==> config.mk <==
export PLATFORM = sky130hd
export DESIGN_NAME = supply_object_dictionary_bank
export DESIGN_NICKNAME = d
export VERILOG_FILES = /design/src/supply_od_pkg.sv /design/src/supply_object_dictionary_bank.sv
export SDC_FILE = /design/constraint.sdc
export NUM_CORES = 2
export LEC_CHECK = 0
export ABC_AREA = 1
export ABC_CLOCK_PERIOD_IN_PS = 4200
export BUFFER_PORTS_ARGS = -buffer_cell sky130_fd_sc_hd__buf_2
export CAP_MARGIN = 15
export CELL_PAD_IN_SITES_DETAIL_PLACEMENT = 1
export CELL_PAD_IN_SITES_GLOBAL_PLACEMENT = 2
export CORE_ASPECT_RATIO = 1.2
export CORE_MARGIN = 4
export CORE_UTILIZATION = 31
export CTS_BUF_LIST = sky130_fd_sc_hd__clkbuf_16
export DETAILED_ROUTE_END_ITERATION = 10
export PLACE_DENSITY_LB_ADDON = 0.1
export REMOVE_ABC_BUFFERS = 1
export SKIP_LAST_GASP = 1
export SYNTH_ARGS = -nofsm -noshare
export SYNTH_HDL_FRONTEND = slang
export SYNTH_SLANG_ARGS = --single-unit
==> constraint.sdc <==
create_clock -name clock -period 4.2 [get_ports clock]
set_input_delay 0.21 -clock clock [delete_from_list [all_inputs] [get_ports clock]]
set_output_delay 0.21 -clock clock [all_outputs]
set_load 0.02 [all_outputs]
==> src/supply_od_pkg.sv <==
// Shared indices, field positions, carriers and defaults of the supply object dictionary.
`default_nettype none
package supply_od_pkg;

   localparam int DATA_W       = 32;
   localparam int INDEX_W      = 16;
   localparam int NUM_SETTINGS = 18;

   typedef logic [INDEX_W-1:0] od_index_t;
   typedef logic [DATA_W-1:0]  od_word_t;

   // Read-only and write-only objects outside the settings table.
   localparam od_index_t IDX_QUESTIONABLE_STATUS = 16'h200b;
   localparam od_index_t IDX_OPERATION_STATUS    = 16'h200d;
   localparam od_index_t IDX_MEASURED_CURRENT    = 16'h2101;
   localparam od_index_t IDX_MEASURED_VOLTAGE    = 16'h2102;
   localparam od_index_t IDX_MEASURED_POWER      = 16'h2103;
   localparam od_index_t IDX_FACTORY_RELOAD      = 16'h2701;

   // Slots of the settings table.
   localparam int SLOT_OUTPUT          = 0;
   localparam int SLOT_CURRENT_TARGET  = 1;
   localparam int SLOT_VOLTAGE_TARGET  = 2;
   localparam int SLOT_POWER_TARGET    = 3;
   localparam int SLOT_CURRENT_TRIP    = 4;
   localparam int SLOT_VOLTAGE_HI_TRIP = 5;
   localparam int SLOT_POWER_TRIP      = 6;
   localparam int SLOT_VOLTAGE_LO_TRIP = 7;
   localparam int SLOT_CURRENT_RISE    = 8;
   localparam int SLOT_VOLTAGE_RISE    = 9;
   localparam int SLOT_POWER_RISE      = 10;
   localparam int SLOT_CURRENT_FALL    = 11;
   localparam int SLOT_VOLTAGE_FALL    = 12;
   localparam int SLOT_POWER_FALL      = 13;
   localparam int SLOT_REGULATION      = 14;
   localparam int SLOT_GUARD           = 15;
   localparam int SLOT_SENSE           = 16;
   localparam int SLOT_ORIGIN          = 17;

   localparam od_index_t SETTING_WR_INDEX [NUM_SETTINGS] = '{
      16'h200f, 16'h2201, 16'h2203, 16'h2205, 16'h2301, 16'h2303, 16'h2305, 16'h2307, 16'h2401,
      16'h2403, 16'h2405, 16'h2409, 16'h240b, 16'h240d, 16'h2503, 16'h2703, 16'h2706, 16'h270a};
   localparam od_index_t SETTING_RD_INDEX [NUM_SETTINGS] = '{
      16'h2010, 16'h2202, 16'h2204, 16'h2206, 16'h2302, 16'h2304, 16'h2306, 16'h2308, 16'h2402,
      16'h2404, 16'h2406, 16'h240a, 16'h240c, 16'h240e, 16'h2504, 16'h2702, 16'h2707, 16'h270b};
   // Values after reset and after a factory reload.
   localparam od_word_t SETTING_RESET [NUM_SETTINGS] = '{default: 32'h0000_0000};

   // Bit positions in the operation status word.
   localparam int ST_STANDBY = 0,  ST_LIVE = 1,  ST_CUR_TRIP = 4,  ST_VHI_TRIP = 5;
   localparam int ST_PWR_TRIP = 6, ST_SENSE = 7, ST_VLO_TRIP = 8,  ST_SHUTDOWN = 9;
   localparam int ST_LIN_PWR = 10, ST_RES_PWR = 11, ST_START_FAIL = 12, ST_START_WAIT = 13;
   localparam int ST_PHASE = 14,   ST_LINK = 15, ST_CUR_RATING = 16, ST_VOLT_RATING = 17;
   localparam int ST_LIN_HOT = 18, ST_FUSE = 19, ST_INTERLOCK = 20, ST_MAINT = 22;
   localparam int ST_DIODE_HOT = 23, ST_CONFIG = 24, ST_STACK = 25, ST_LINE = 26;
   localparam int ST_RES_HOT = 27, ST_BELOW_MIN = 28, ST_REG_LOST = 29, ST_UPDATE = 30;

   // Bit positions in the questionable status word.
   localparam int QS_VOLT_PROT = 0, QS_CUR_TRIP = 1, QS_VHI_TRIP = 2, QS_PWR_TRIP = 3;
   localparam int QS_CUR_PROT = 4, QS_TEMP = 5, QS_SENSE = 6, QS_CC = 7, QS_CV = 8, QS_CR = 9;
   localparam int QS_CP = 10, QS_SOFT = 11, QS_HARD = 12, QS_ILOC = 13, QS_IPL = 14, QS_ADIF = 15;

   typedef enum logic [2:0] {
      REG_NONE, REG_CURRENT, REG_VOLTAGE, REG_RESISTANCE, REG_POWER
   } reg_state_t;

   typedef struct packed {
      logic       wr;
      logic       rd;
      od_index_t  index;
      od_word_t   data;
   } od_req_t;

   typedef struct packed {
      logic       done;
      logic       abort;
      od_word_t   data;
   } od_ans_t;

   typedef struct packed {
      logic current_trip_flag, voltage_high_trip_flag, power_trip_flag, voltage_low_trip_flag;
      logic sense_lead_fault, shutdown, linear_stage_power_limit, resistor_power_limit;
      logic target_start_failed, target_start_pending, phase_current_high, link_corrupt;
      logic current_rating_exceeded, voltage_rating_exceeded, linear_module_hot, aux_fuse_open;
      logic interlock_open, maintenance, diode_module_hot, config_incompatible;
      logic stack_exceeded, line_fault, resistor_module_hot, below_rated_voltage;
      logic regulation_lost, target_firmware_update, overtemp_protect, input_power_lost;
   } cond_t;

   typedef od_word_t [NUM_SETTINGS-1:0] settings_t;

endpackage
`default_nettype wire

==> src/supply_object_dictionary_bank.sv <==
// Object dictionary register bank of a programmable DC supply.
//
// Notes on behaviour
// - Operation status is live, read-only at 0x200d.
// - Reading status never clears any bit.
// - Operation status returned as one 32-bit word.
// - Questionable status read-only, fixed subset layout.
// - Bit 0 standby, bit 1 output active.
// - Trip bits: current 4, volt 5, power 6, undervolt 8.
// - Bit 7 flags sense voltage out of bounds.
// - Bit 12 start failed, bit 13 start pending.
// - Bits 16, 17 flag terminal rating exceeded.
// - Bits 10, 11 flag linear/resistor power excess.
// - Bit 29 flags regulation lost.
// - Bit 30 flags internal firmware update.
// - Bit 19 aux fuse open, bit 27 resistor hot.
// - Measurements read-only at 0x2101 to 0x2103.
// - Targets written at one index, read at next.
// - Four trip levels, odd write, next read.
// - Rise slews stored, applied in matching regulation.
// - Fall slews stored, written then read next.
// - Restore write reloads factory defaults, not readable.
// - Guard blocks configuration changes, read below write.
// - Sense location setting, separate write/read indices.
// - Regulation select and target origin settings.
`timescale 1ns/100ps
`default_nettype none
module supply_object_dictionary_bank
   import supply_od_pkg::*;
#(
   parameter int WORD_W = 32
) (
   // Clock and reset
   input  wire logic                      clock,
   input  wire logic                      rst,
   // Object access from the network side
   input  wire supply_od_pkg::od_req_t    req,
   output var  supply_od_pkg::od_ans_t    ans_q,
   // Plant conditions and measurements
   input  wire supply_od_pkg::cond_t      cond,
   input  wire supply_od_pkg::reg_state_t reg_state,
   input  wire supply_od_pkg::od_word_t   measured_current,
   input  wire supply_od_pkg::od_word_t   measured_voltage,
   input  wire supply_od_pkg::od_word_t   measured_power,
   // Settings toward the regulator
   output var  supply_od_pkg::settings_t  setting_q,
   output logic                           output_enable_q,
   output supply_od_pkg::od_word_t        active_rise_slew_q,
   output supply_od_pkg::od_word_t        active_fall_slew_q,
   output logic                           factory_reload_q
);
   import supply_od_pkg::*;

   if (WORD_W != DATA_W) begin : g_width_check
      $error("Object words must be 32 bits wide.");
   end

   od_word_t                status_q;
   od_word_t                status_d;
   od_word_t                quest_q;
   od_word_t                quest_d;
   logic [NUM_SETTINGS-1:0] hit_wr;
   logic [NUM_SETTINGS-1:0] hit_rd;
   logic                    locked;
   logic                    single_op;
   logic                    reload_hit;
   logic                    reload_ok;
   logic                    write_ok;
   logic                    read_ok;
   od_word_t                read_data;

   // Status words are rebuilt from the live conditions every cycle, never latched.
   always_comb begin
      status_d                 = '0;
      status_d[ST_STANDBY]     = ~setting_q[SLOT_OUTPUT][0];
      status_d[ST_LIVE]        = setting_q[SLOT_OUTPUT][0];
      status_d[ST_CUR_TRIP]    = cond.current_trip_flag;
      status_d[ST_VHI_TRIP]    = cond.voltage_high_trip_flag;
      status_d[ST_PWR_TRIP]    = cond.power_trip_flag;
      status_d[ST_VLO_TRIP]    = cond.voltage_low_trip_flag;
      status_d[ST_SENSE]       = cond.sense_lead_fault;
      status_d[ST_SHUTDOWN]    = cond.shutdown;
      status_d[ST_LIN_PWR]     = cond.linear_stage_power_limit;
      status_d[ST_RES_PWR]     = cond.resistor_power_limit;
      status_d[ST_START_FAIL]  = cond.target_start_failed;
      status_d[ST_START_WAIT]  = cond.target_start_pending;
      status_d[ST_PHASE]       = cond.phase_current_high;
      status_d[ST_LINK]        = cond.link_corrupt;
      status_d[ST_CUR_RATING]  = cond.current_rating_exceeded;
      status_d[ST_VOLT_RATING] = cond.voltage_rating_exceeded;
      status_d[ST_LIN_HOT]     = cond.linear_module_hot;
      status_d[ST_FUSE]        = cond.aux_fuse_open;
      status_d[ST_INTERLOCK]   = cond.interlock_open;
      status_d[ST_MAINT]       = cond.maintenance;
      status_d[ST_DIODE_HOT]   = cond.diode_module_hot;
      status_d[ST_CONFIG]      = cond.config_incompatible;
      status_d[ST_STACK]       = cond.stack_exceeded;
      status_d[ST_LINE]        = cond.line_fault;
      status_d[ST_RES_HOT]     = cond.resistor_module_hot;
      status_d[ST_BELOW_MIN]   = cond.below_rated_voltage;
      status_d[ST_REG_LOST]    = cond.regulation_lost;
      status_d[ST_UPDATE]      = cond.target_firmware_update;
   end

   // The questionable word repacks status conditions plus overtemp_protect, input_power_lost and the regulation state.
   always_comb begin
      quest_d               = '0;
      quest_d[QS_VOLT_PROT] = cond.voltage_rating_exceeded;
      quest_d[QS_CUR_TRIP]  = cond.current_trip_flag;
      quest_d[QS_VHI_TRIP]  = cond.voltage_high_trip_flag;
      quest_d[QS_PWR_TRIP]  = cond.power_trip_flag;
      quest_d[QS_CUR_PROT]  = cond.current_rating_exceeded;
      quest_d[QS_TEMP]      = cond.overtemp_protect;
      quest_d[QS_SENSE]     = cond.sense_lead_fault;
      quest_d[QS_CC]        = (reg_state == REG_CURRENT);
      quest_d[QS_CV]        = (reg_state == REG_VOLTAGE);
      quest_d[QS_CR]        = (reg_state == REG_RESISTANCE);
      quest_d[QS_CP]        = (reg_state == REG_POWER);
      quest_d[QS_SOFT]      = cond.current_trip_flag | cond.voltage_high_trip_flag
                            | cond.power_trip_flag;
      quest_d[QS_HARD]      = cond.voltage_rating_exceeded | cond.current_rating_exceeded
                            | cond.overtemp_protect | cond.sense_lead_fault;
      quest_d[QS_ILOC]      = cond.interlock_open;
      quest_d[QS_IPL]       = cond.input_power_lost;
      quest_d[QS_ADIF]      = cond.line_fault;
   end

   always_ff @(posedge clock) begin
      if (rst) begin
         status_q <= '0;
         quest_q  <= '0;
      end else begin
         status_q <= status_d;
         quest_q  <= quest_d;
      end
   end

   // Index decode of the settings table, one slot per setting object with a write and a read index.
   for (genvar i = 0; i < NUM_SETTINGS; i++) begin : g_slot
      assign hit_wr[i] = (req.index == SETTING_WR_INDEX[i]);
      assign hit_rd[i] = (req.index == SETTING_RD_INDEX[i]);

      always_ff @(posedge clock) begin
         if (rst || reload_ok) begin
            setting_q[i] <= SETTING_RESET[i];
         end else if (write_ok && hit_wr[i]) begin
            setting_q[i] <= req.data;
         end
      end
   end

   // The guard stops configuration and target writes, but the guard itself and the output
   // object stay writable so a locked unit can still be switched off or unlocked.
   assign locked     = setting_q[SLOT_GUARD][0];
   assign single_op  = req.wr ^ req.rd;
   assign reload_hit = (req.index == IDX_FACTORY_RELOAD);
   assign reload_ok  = req.wr && single_op && reload_hit && !locked;
   assign write_ok   = req.wr && single_op && (|hit_wr)
                     && (!locked || hit_wr[SLOT_GUARD] || hit_wr[SLOT_OUTPUT]);

   // Reads have no side effects; only the answer register changes.
   always_comb begin
      read_ok   = req.rd && single_op;
      read_data = '0;
      case (req.index)
         IDX_OPERATION_STATUS:    read_data = status_q;
         IDX_QUESTIONABLE_STATUS: read_data = quest_q;
         IDX_MEASURED_CURRENT:    read_data = measured_current;
         IDX_MEASURED_VOLTAGE:    read_data = measured_voltage;
         IDX_MEASURED_POWER:      read_data = measured_power;
         default: begin
            for (int k = 0; k < NUM_SETTINGS; k++) begin
               if (hit_rd[k]) begin
                  read_data = setting_q[k];
               end
            end
            read_ok = read_ok && (|hit_rd);
         end
      endcase
   end

   always_ff @(posedge clock) begin
      if (rst) begin
         ans_q <= '0;
      end else begin
         ans_q.done  <= req.wr | req.rd;
         ans_q.abort <= (req.wr | req.rd) && !(read_ok || write_ok || reload_ok);
         ans_q.data  <= read_ok ? read_data : '0;
      end
   end

   always_ff @(posedge clock) begin
      if (rst) begin
         factory_reload_q <= 1'b0;
      end else begin
         factory_reload_q <= reload_ok;
      end
   end

   always_ff @(posedge clock) begin
      if (rst || reload_ok) begin
         output_enable_q <= 1'b0;
      end else if (write_ok && hit_wr[SLOT_OUTPUT]) begin
         output_enable_q <= req.data[0];
      end
   end

   // Only the slew of the present regulation state is handed on; others read as zero.
   always_ff @(posedge clock) begin
      if (rst) begin
         active_rise_slew_q <= '0;
         active_fall_slew_q <= '0;
      end else begin
         case (reg_state)
            REG_CURRENT: begin
               active_rise_slew_q <= setting_q[SLOT_CURRENT_RISE];
               active_fall_slew_q <= setting_q[SLOT_CURRENT_FALL];
            end
            REG_VOLTAGE: begin
               active_rise_slew_q <= setting_q[SLOT_VOLTAGE_RISE];
               active_fall_slew_q <= setting_q[SLOT_VOLTAGE_FALL];
            end
            REG_POWER: begin
               active_rise_slew_q <= setting_q[SLOT_POWER_RISE];
               active_fall_slew_q <= setting_q[SLOT_POWER_FALL];
            end
            default: begin
               active_rise_slew_q <= '0;
               active_fall_slew_q <= '0;
            end
         endcase
      end
   end

endmodule // supply_object_dictionary_bank
`default_nettype wire

==> flow_metrics.py <==
metrics = {
    "outcome": {
        "outcome": "finished, final reports clean",
    },
    "sta": {
        "rsz0062_at_grt": "no",
        "skew_ns": 0.0174,
        "fin_crit_ns": 3.29,
        "maxSlewHeadroom_pct": 27.2,
        "setup_viol": 0,
        "worst_slew_pin_slew_ns": 1.09,
        "hold_viol": 0,
        "fin_crit_sh_pct": 78.3,
        "clock.fmax_mhz": 304,
        "whs_ns": 0.0450,
        "drv_slew": 0,
    },
    "cells_and_area": {
        "layout.nets": 5714,
        "fillers": 13388,
        "utilization_pct": 40.3,
        "area_delta_synth_final_pct": 28.4,
        "final_cells": 6988,
        "drive_gt1_share_pct": 20.4,
    },
    "setup_path": {
        "critPathRequiredTime_ns": 4.70,
        "crit_arrival_ns": 3.79,
        "r2r_cells": 8,
        "setup.worst_path.end_class": "register",
        "startpoint_type": "primary input",
        "worstReg2RegStart": "setting_q[480]",
        "startpoint": "req[45]",
        "worstSetupPathType": "in -> reg",
        "cp_max_fo": 19,
    },
    "global_routing": {
        "grt_pass1_vias": 35598,
        "grt_max_degree": 185,
        "grt_usage_pct": 31.7,
        "globalRouteOverflowTotal": 0,
        "antenna_found_initial": 18,
        "grt_pass1_wl_mm": 261,
    },
    "route": {
        "drt_wl_total_mm": 185,
        "routed_via_density": 5.12,
        "drc": 0,
        "firstDrtPassIters": 5,
        "route.antenna.remaining_nets": 0,
        "drt_first_iter_violations": 2271,
        "vias": 35776,
        "routedWlPerCell_um": 26.5,
    },
    "place": {
        "dp_cells": 6747,
        "dp_hpwl_mm": 132,
        "port_buffers": 854,
        "gp_congestion": 0.845,
    },
    "yosys": {
        "ys_types": 36,
        "synth_xor_area_share_pct": 0,
        "syn-instance-count": 4758,
        "ys_warn_count": 0,
        "synth_compound_area_share_pct": 24.5,
        "muxShareOfSynthArea_pct": 0,
        "syn_area_per_cell_sq_um": 6.92,
        "synth_adder_area_share_pct": 0,
        "ys_ff_latch": 711,
        "synth_top_family_by_area": "compound AO/OA/AOI/OAI gates",
        "seq_area_frac_synth_pct": 43.2,
        "synth_area_sq_um": 32900,
        "synth-simple-area-share_pct": 18.4,
    },
    "clocking": {
        "numCtsBuffers": 83,
        "insertion_delay_ns": 0.64,
        "hold_buffers": 88,
        "clk_path_buf_depth": 3,
        "clk_pin_slew_worst_paths_ns": 0.06,
        "ctsHtreeMaxLevel": 3,
        "cts_resized": 0,
        "clockRootBuffer": "clkbuf_16",
        "clock-sinks": 711,
        "cts_tree": "done",
        "cts_setup_buffers": 0,
    },
    "power": {
        "seqPwrFrac_pct": 45.8,
        "leakagePower_nw": 19.4,
        "netSwitchingFraction_pct": 24.0,
        "peakVddDrop_v": 0.000237,
        "powerDensity_nw_per_um2": 349,
        "p_sw_w": 0.00354,
        "power_frac_clock_pct": 50.5,
        "comb_power_share_pct": 3.7,
        "internal_power_w": 0.0112,
    },
    "floorplan": {
        "start_util_pct": 31.4,
        "die_h_um": 365,
        "row_count": 130,
        "io_pins": 855,
        "core_sq_um": 105000,
        "die_w_um": 306,
        "dieArea_sq_um": 112000,
    },
    "min_path": {
        "min_path_type": "in -> reg",
        "hold_start": "measured_power[14]",
        "hold_depth": 5,
    },
    "job": {
        "timing.max_cap.violations": 0,
    },
}
## per-layer routing
metal	vias to the layer above	wire length (um)	part of all wire (%)	track usage [%]
met5	-	99	0.054	0
met4	16	9330	5.0	14.1
met3	303	13100	7.1	8.07
met2	1136	84100	46	51.9
met1	17359	78200	42	39.4
li1	16962	-	-	-
## flip-flops by register name (all words and copies together) (netlist names)
| name | flops |
|---|---|
| ans_q | 34 |
| active_fall_slew_q | 32 |
| status_q | 28 |
| factory_reload_q | 1 |
| setting_q | 576 |
| active_rise_slew_q | 32 |
| quest_q | 8 |
## Yosys cell counts
| library cell | n | area share [%] |
|---|---|---|
| nand2_1 | 863 | 9.8 |
| nand3_2 | 8 | 0.24 |
| buf_4 | 1 | 0.023 |
| inv_1 | 846 | 9.6 |
| o22ai_1 | 4 | 0.076 |
| nor2_1 | 530 | 6.0 |
| nor4_1 | 3 | 0.057 |
| o21ai_0 | 328 | 5.0 |
| clkbuf_1 | 316 | 3.6 |
| or2_2 | 2 | 0.038 |
| nand4_1 | 5 | 0.095 |
| o21ai_1 | 85 | 1.3 |
| a41oi_1 | 2 | 0.053 |
| nor3_4 | 4 | 0.20 |
| nand2_2 | 3 | 0.057 |
| a211oi_1 | 448 | 10 |
| buf_6 | 1 | 0.034 |
| buf_1 | 17 | 0.19 |
| o221ai_1 | 44 | 1.2 |
| a21oi_1 | 303 | 4.6 |
| nand3b_1 | 5 | 0.11 |
| o211ai_1 | 25 | 0.57 |
| a221oi_1 | 32 | 0.85 |
| o21a_1 | 1 | 0.023 |
| and2_1 | 1 | 0.019 |
| o21bai_1 | 1 | 0.023 |
| inv_2 | 7 | 0.080 |
| or2_1 | 1 | 0.019 |
| nor3_1 | 11 | 0.17 |
| clkinv_1 | 6 | 0.068 |
| nor2_2 | 5 | 0.095 |
| dfxtp_1 | 711 | 43 |
| nand3_1 | 94 | 1.4 |
| buf_2 | 19 | 0.29 |
| a31oi_1 | 8 | 0.15 |
| a22o_1 | 18 | 0.48 |
## worst paths after layout
| path | endpoint | slack (ns) |
|---|---|---|
| max reg2reg | setting_q[41] | 1.83 |
| min | ans_q[14] | 0.05 |
| min reg2reg | setting_q[217] | 0.47 |
| max | ans_q[13] | 0.91 |
## cell type report
cell class,count,area [sq um],area share [%]
Antenna cell,5,12.5,0.0296
Clock buffer,87,2180,5.14
Sequential cell,711,14200,33.6
Clock inverter,60,518,1.22
Multi-Input combinational cell,2834,14400,34.0
Tap cell,1386,1730,4.10
Inverter,859,3230,7.63
Timing Repair Buffer,1046,6040,14.3
## power groups by stage
stage | logic (W) | registers, W | clock network, W
floorplan | 0.000123 | 0.00692 | 0
global placement | 0.000480 | 0.00692 | 0
detailed placement | 0.000482 | 0.00692 | 0
CTS | 0.000529 | 0.00677 | 0.00758
global route | 0.000564 | 0.00677 | 0.00786
finish | 0.000539 | 0.00677 | 0.00745
## logic make-up (layout without fill, tap and decap cells)
logic type             count (synthesis)  after routing
AOI/OAI and AO/OA                   1299           1299
buffers and inverters               1213           2052
DFF                                  711            711
other                                  0              5
and+or+nand+nor                     1535           1535
## through the flow
| stage | TNS [ns] | total power, W | cell area, sq um | setup WS, ns |
|---|---|---|---|---|
| floorplan | -3502.42 | 0.00704 | 31600 | -10.17 |
| global placement | 0 | 0.00740 | 38700 | 0.232 |
| detailed placement | 0 | 0.00740 | 38700 | 0.188 |
| CTS | 0 | 0.0149 | 42300 | 0.866 |
| global route | 0 | 0.0152 | 42300 | 0.529 |
| finish | 0 | 0.0148 | 42300 | 0.910 |
## worst max-delay path: stages
cell      delay, ns
buf_2          0.10
inv_1          0.05
nor2_1         0.11
nand3_1        0.13
nor2_1         0.05
buf_4          0.20
nand2_2        0.34
clkinv_1       0.80
a21oi_1        0.35
nand2_1        0.14
nand2_1        0.08
nand2_1        0.05
nand2_1        0.23
nand2_1        0.08
nand2_1        0.08
nand2_1        0.06
nand2_1        0.12
nand2_1        0.07
nand2_1        0.06
nand2_1        0.05
nand2_1        0.09
nand2_1        0.05
nand2_1        0.06
nand2_1        0.05
nand2_1        0.09
a21oi_1        0.06
## placed cells by master (no fill, tap or decap), types with 9 or more instances in the layout
cell / netlist / final
a21oi_1: 303 / 303
nand2_1: 863 / 853
buf_2: 19 / 854
nand3_1: 94 / 87
nand3_4: 0 / 11
buf_4: 1 / 95
inv_2: 7 / 12
clkbuf_16: 0 / 87
o221ai_1: 44 / 44
a211oi_1: 448 / 448
clkinv_1: 6 / 28
dlygate4sd3_1: 0 / 89
o21ai_1: 85 / 85
bufinv_16: 0 / 10
a22o_1: 18 / 18
o211ai_1: 25 / 25
o21ai_0: 328 / 328
inv_1: 846 / 849
nor2_1: 530 / 517
dfxtp_1: 711 / 711
nor2_4: 0 / 9
nor2_2: 5 / 9
clkinv_2: 0 / 17
nand2_2: 3 / 10
a221oi_1: 32 / 32
(Power assumes the default switching activity.)
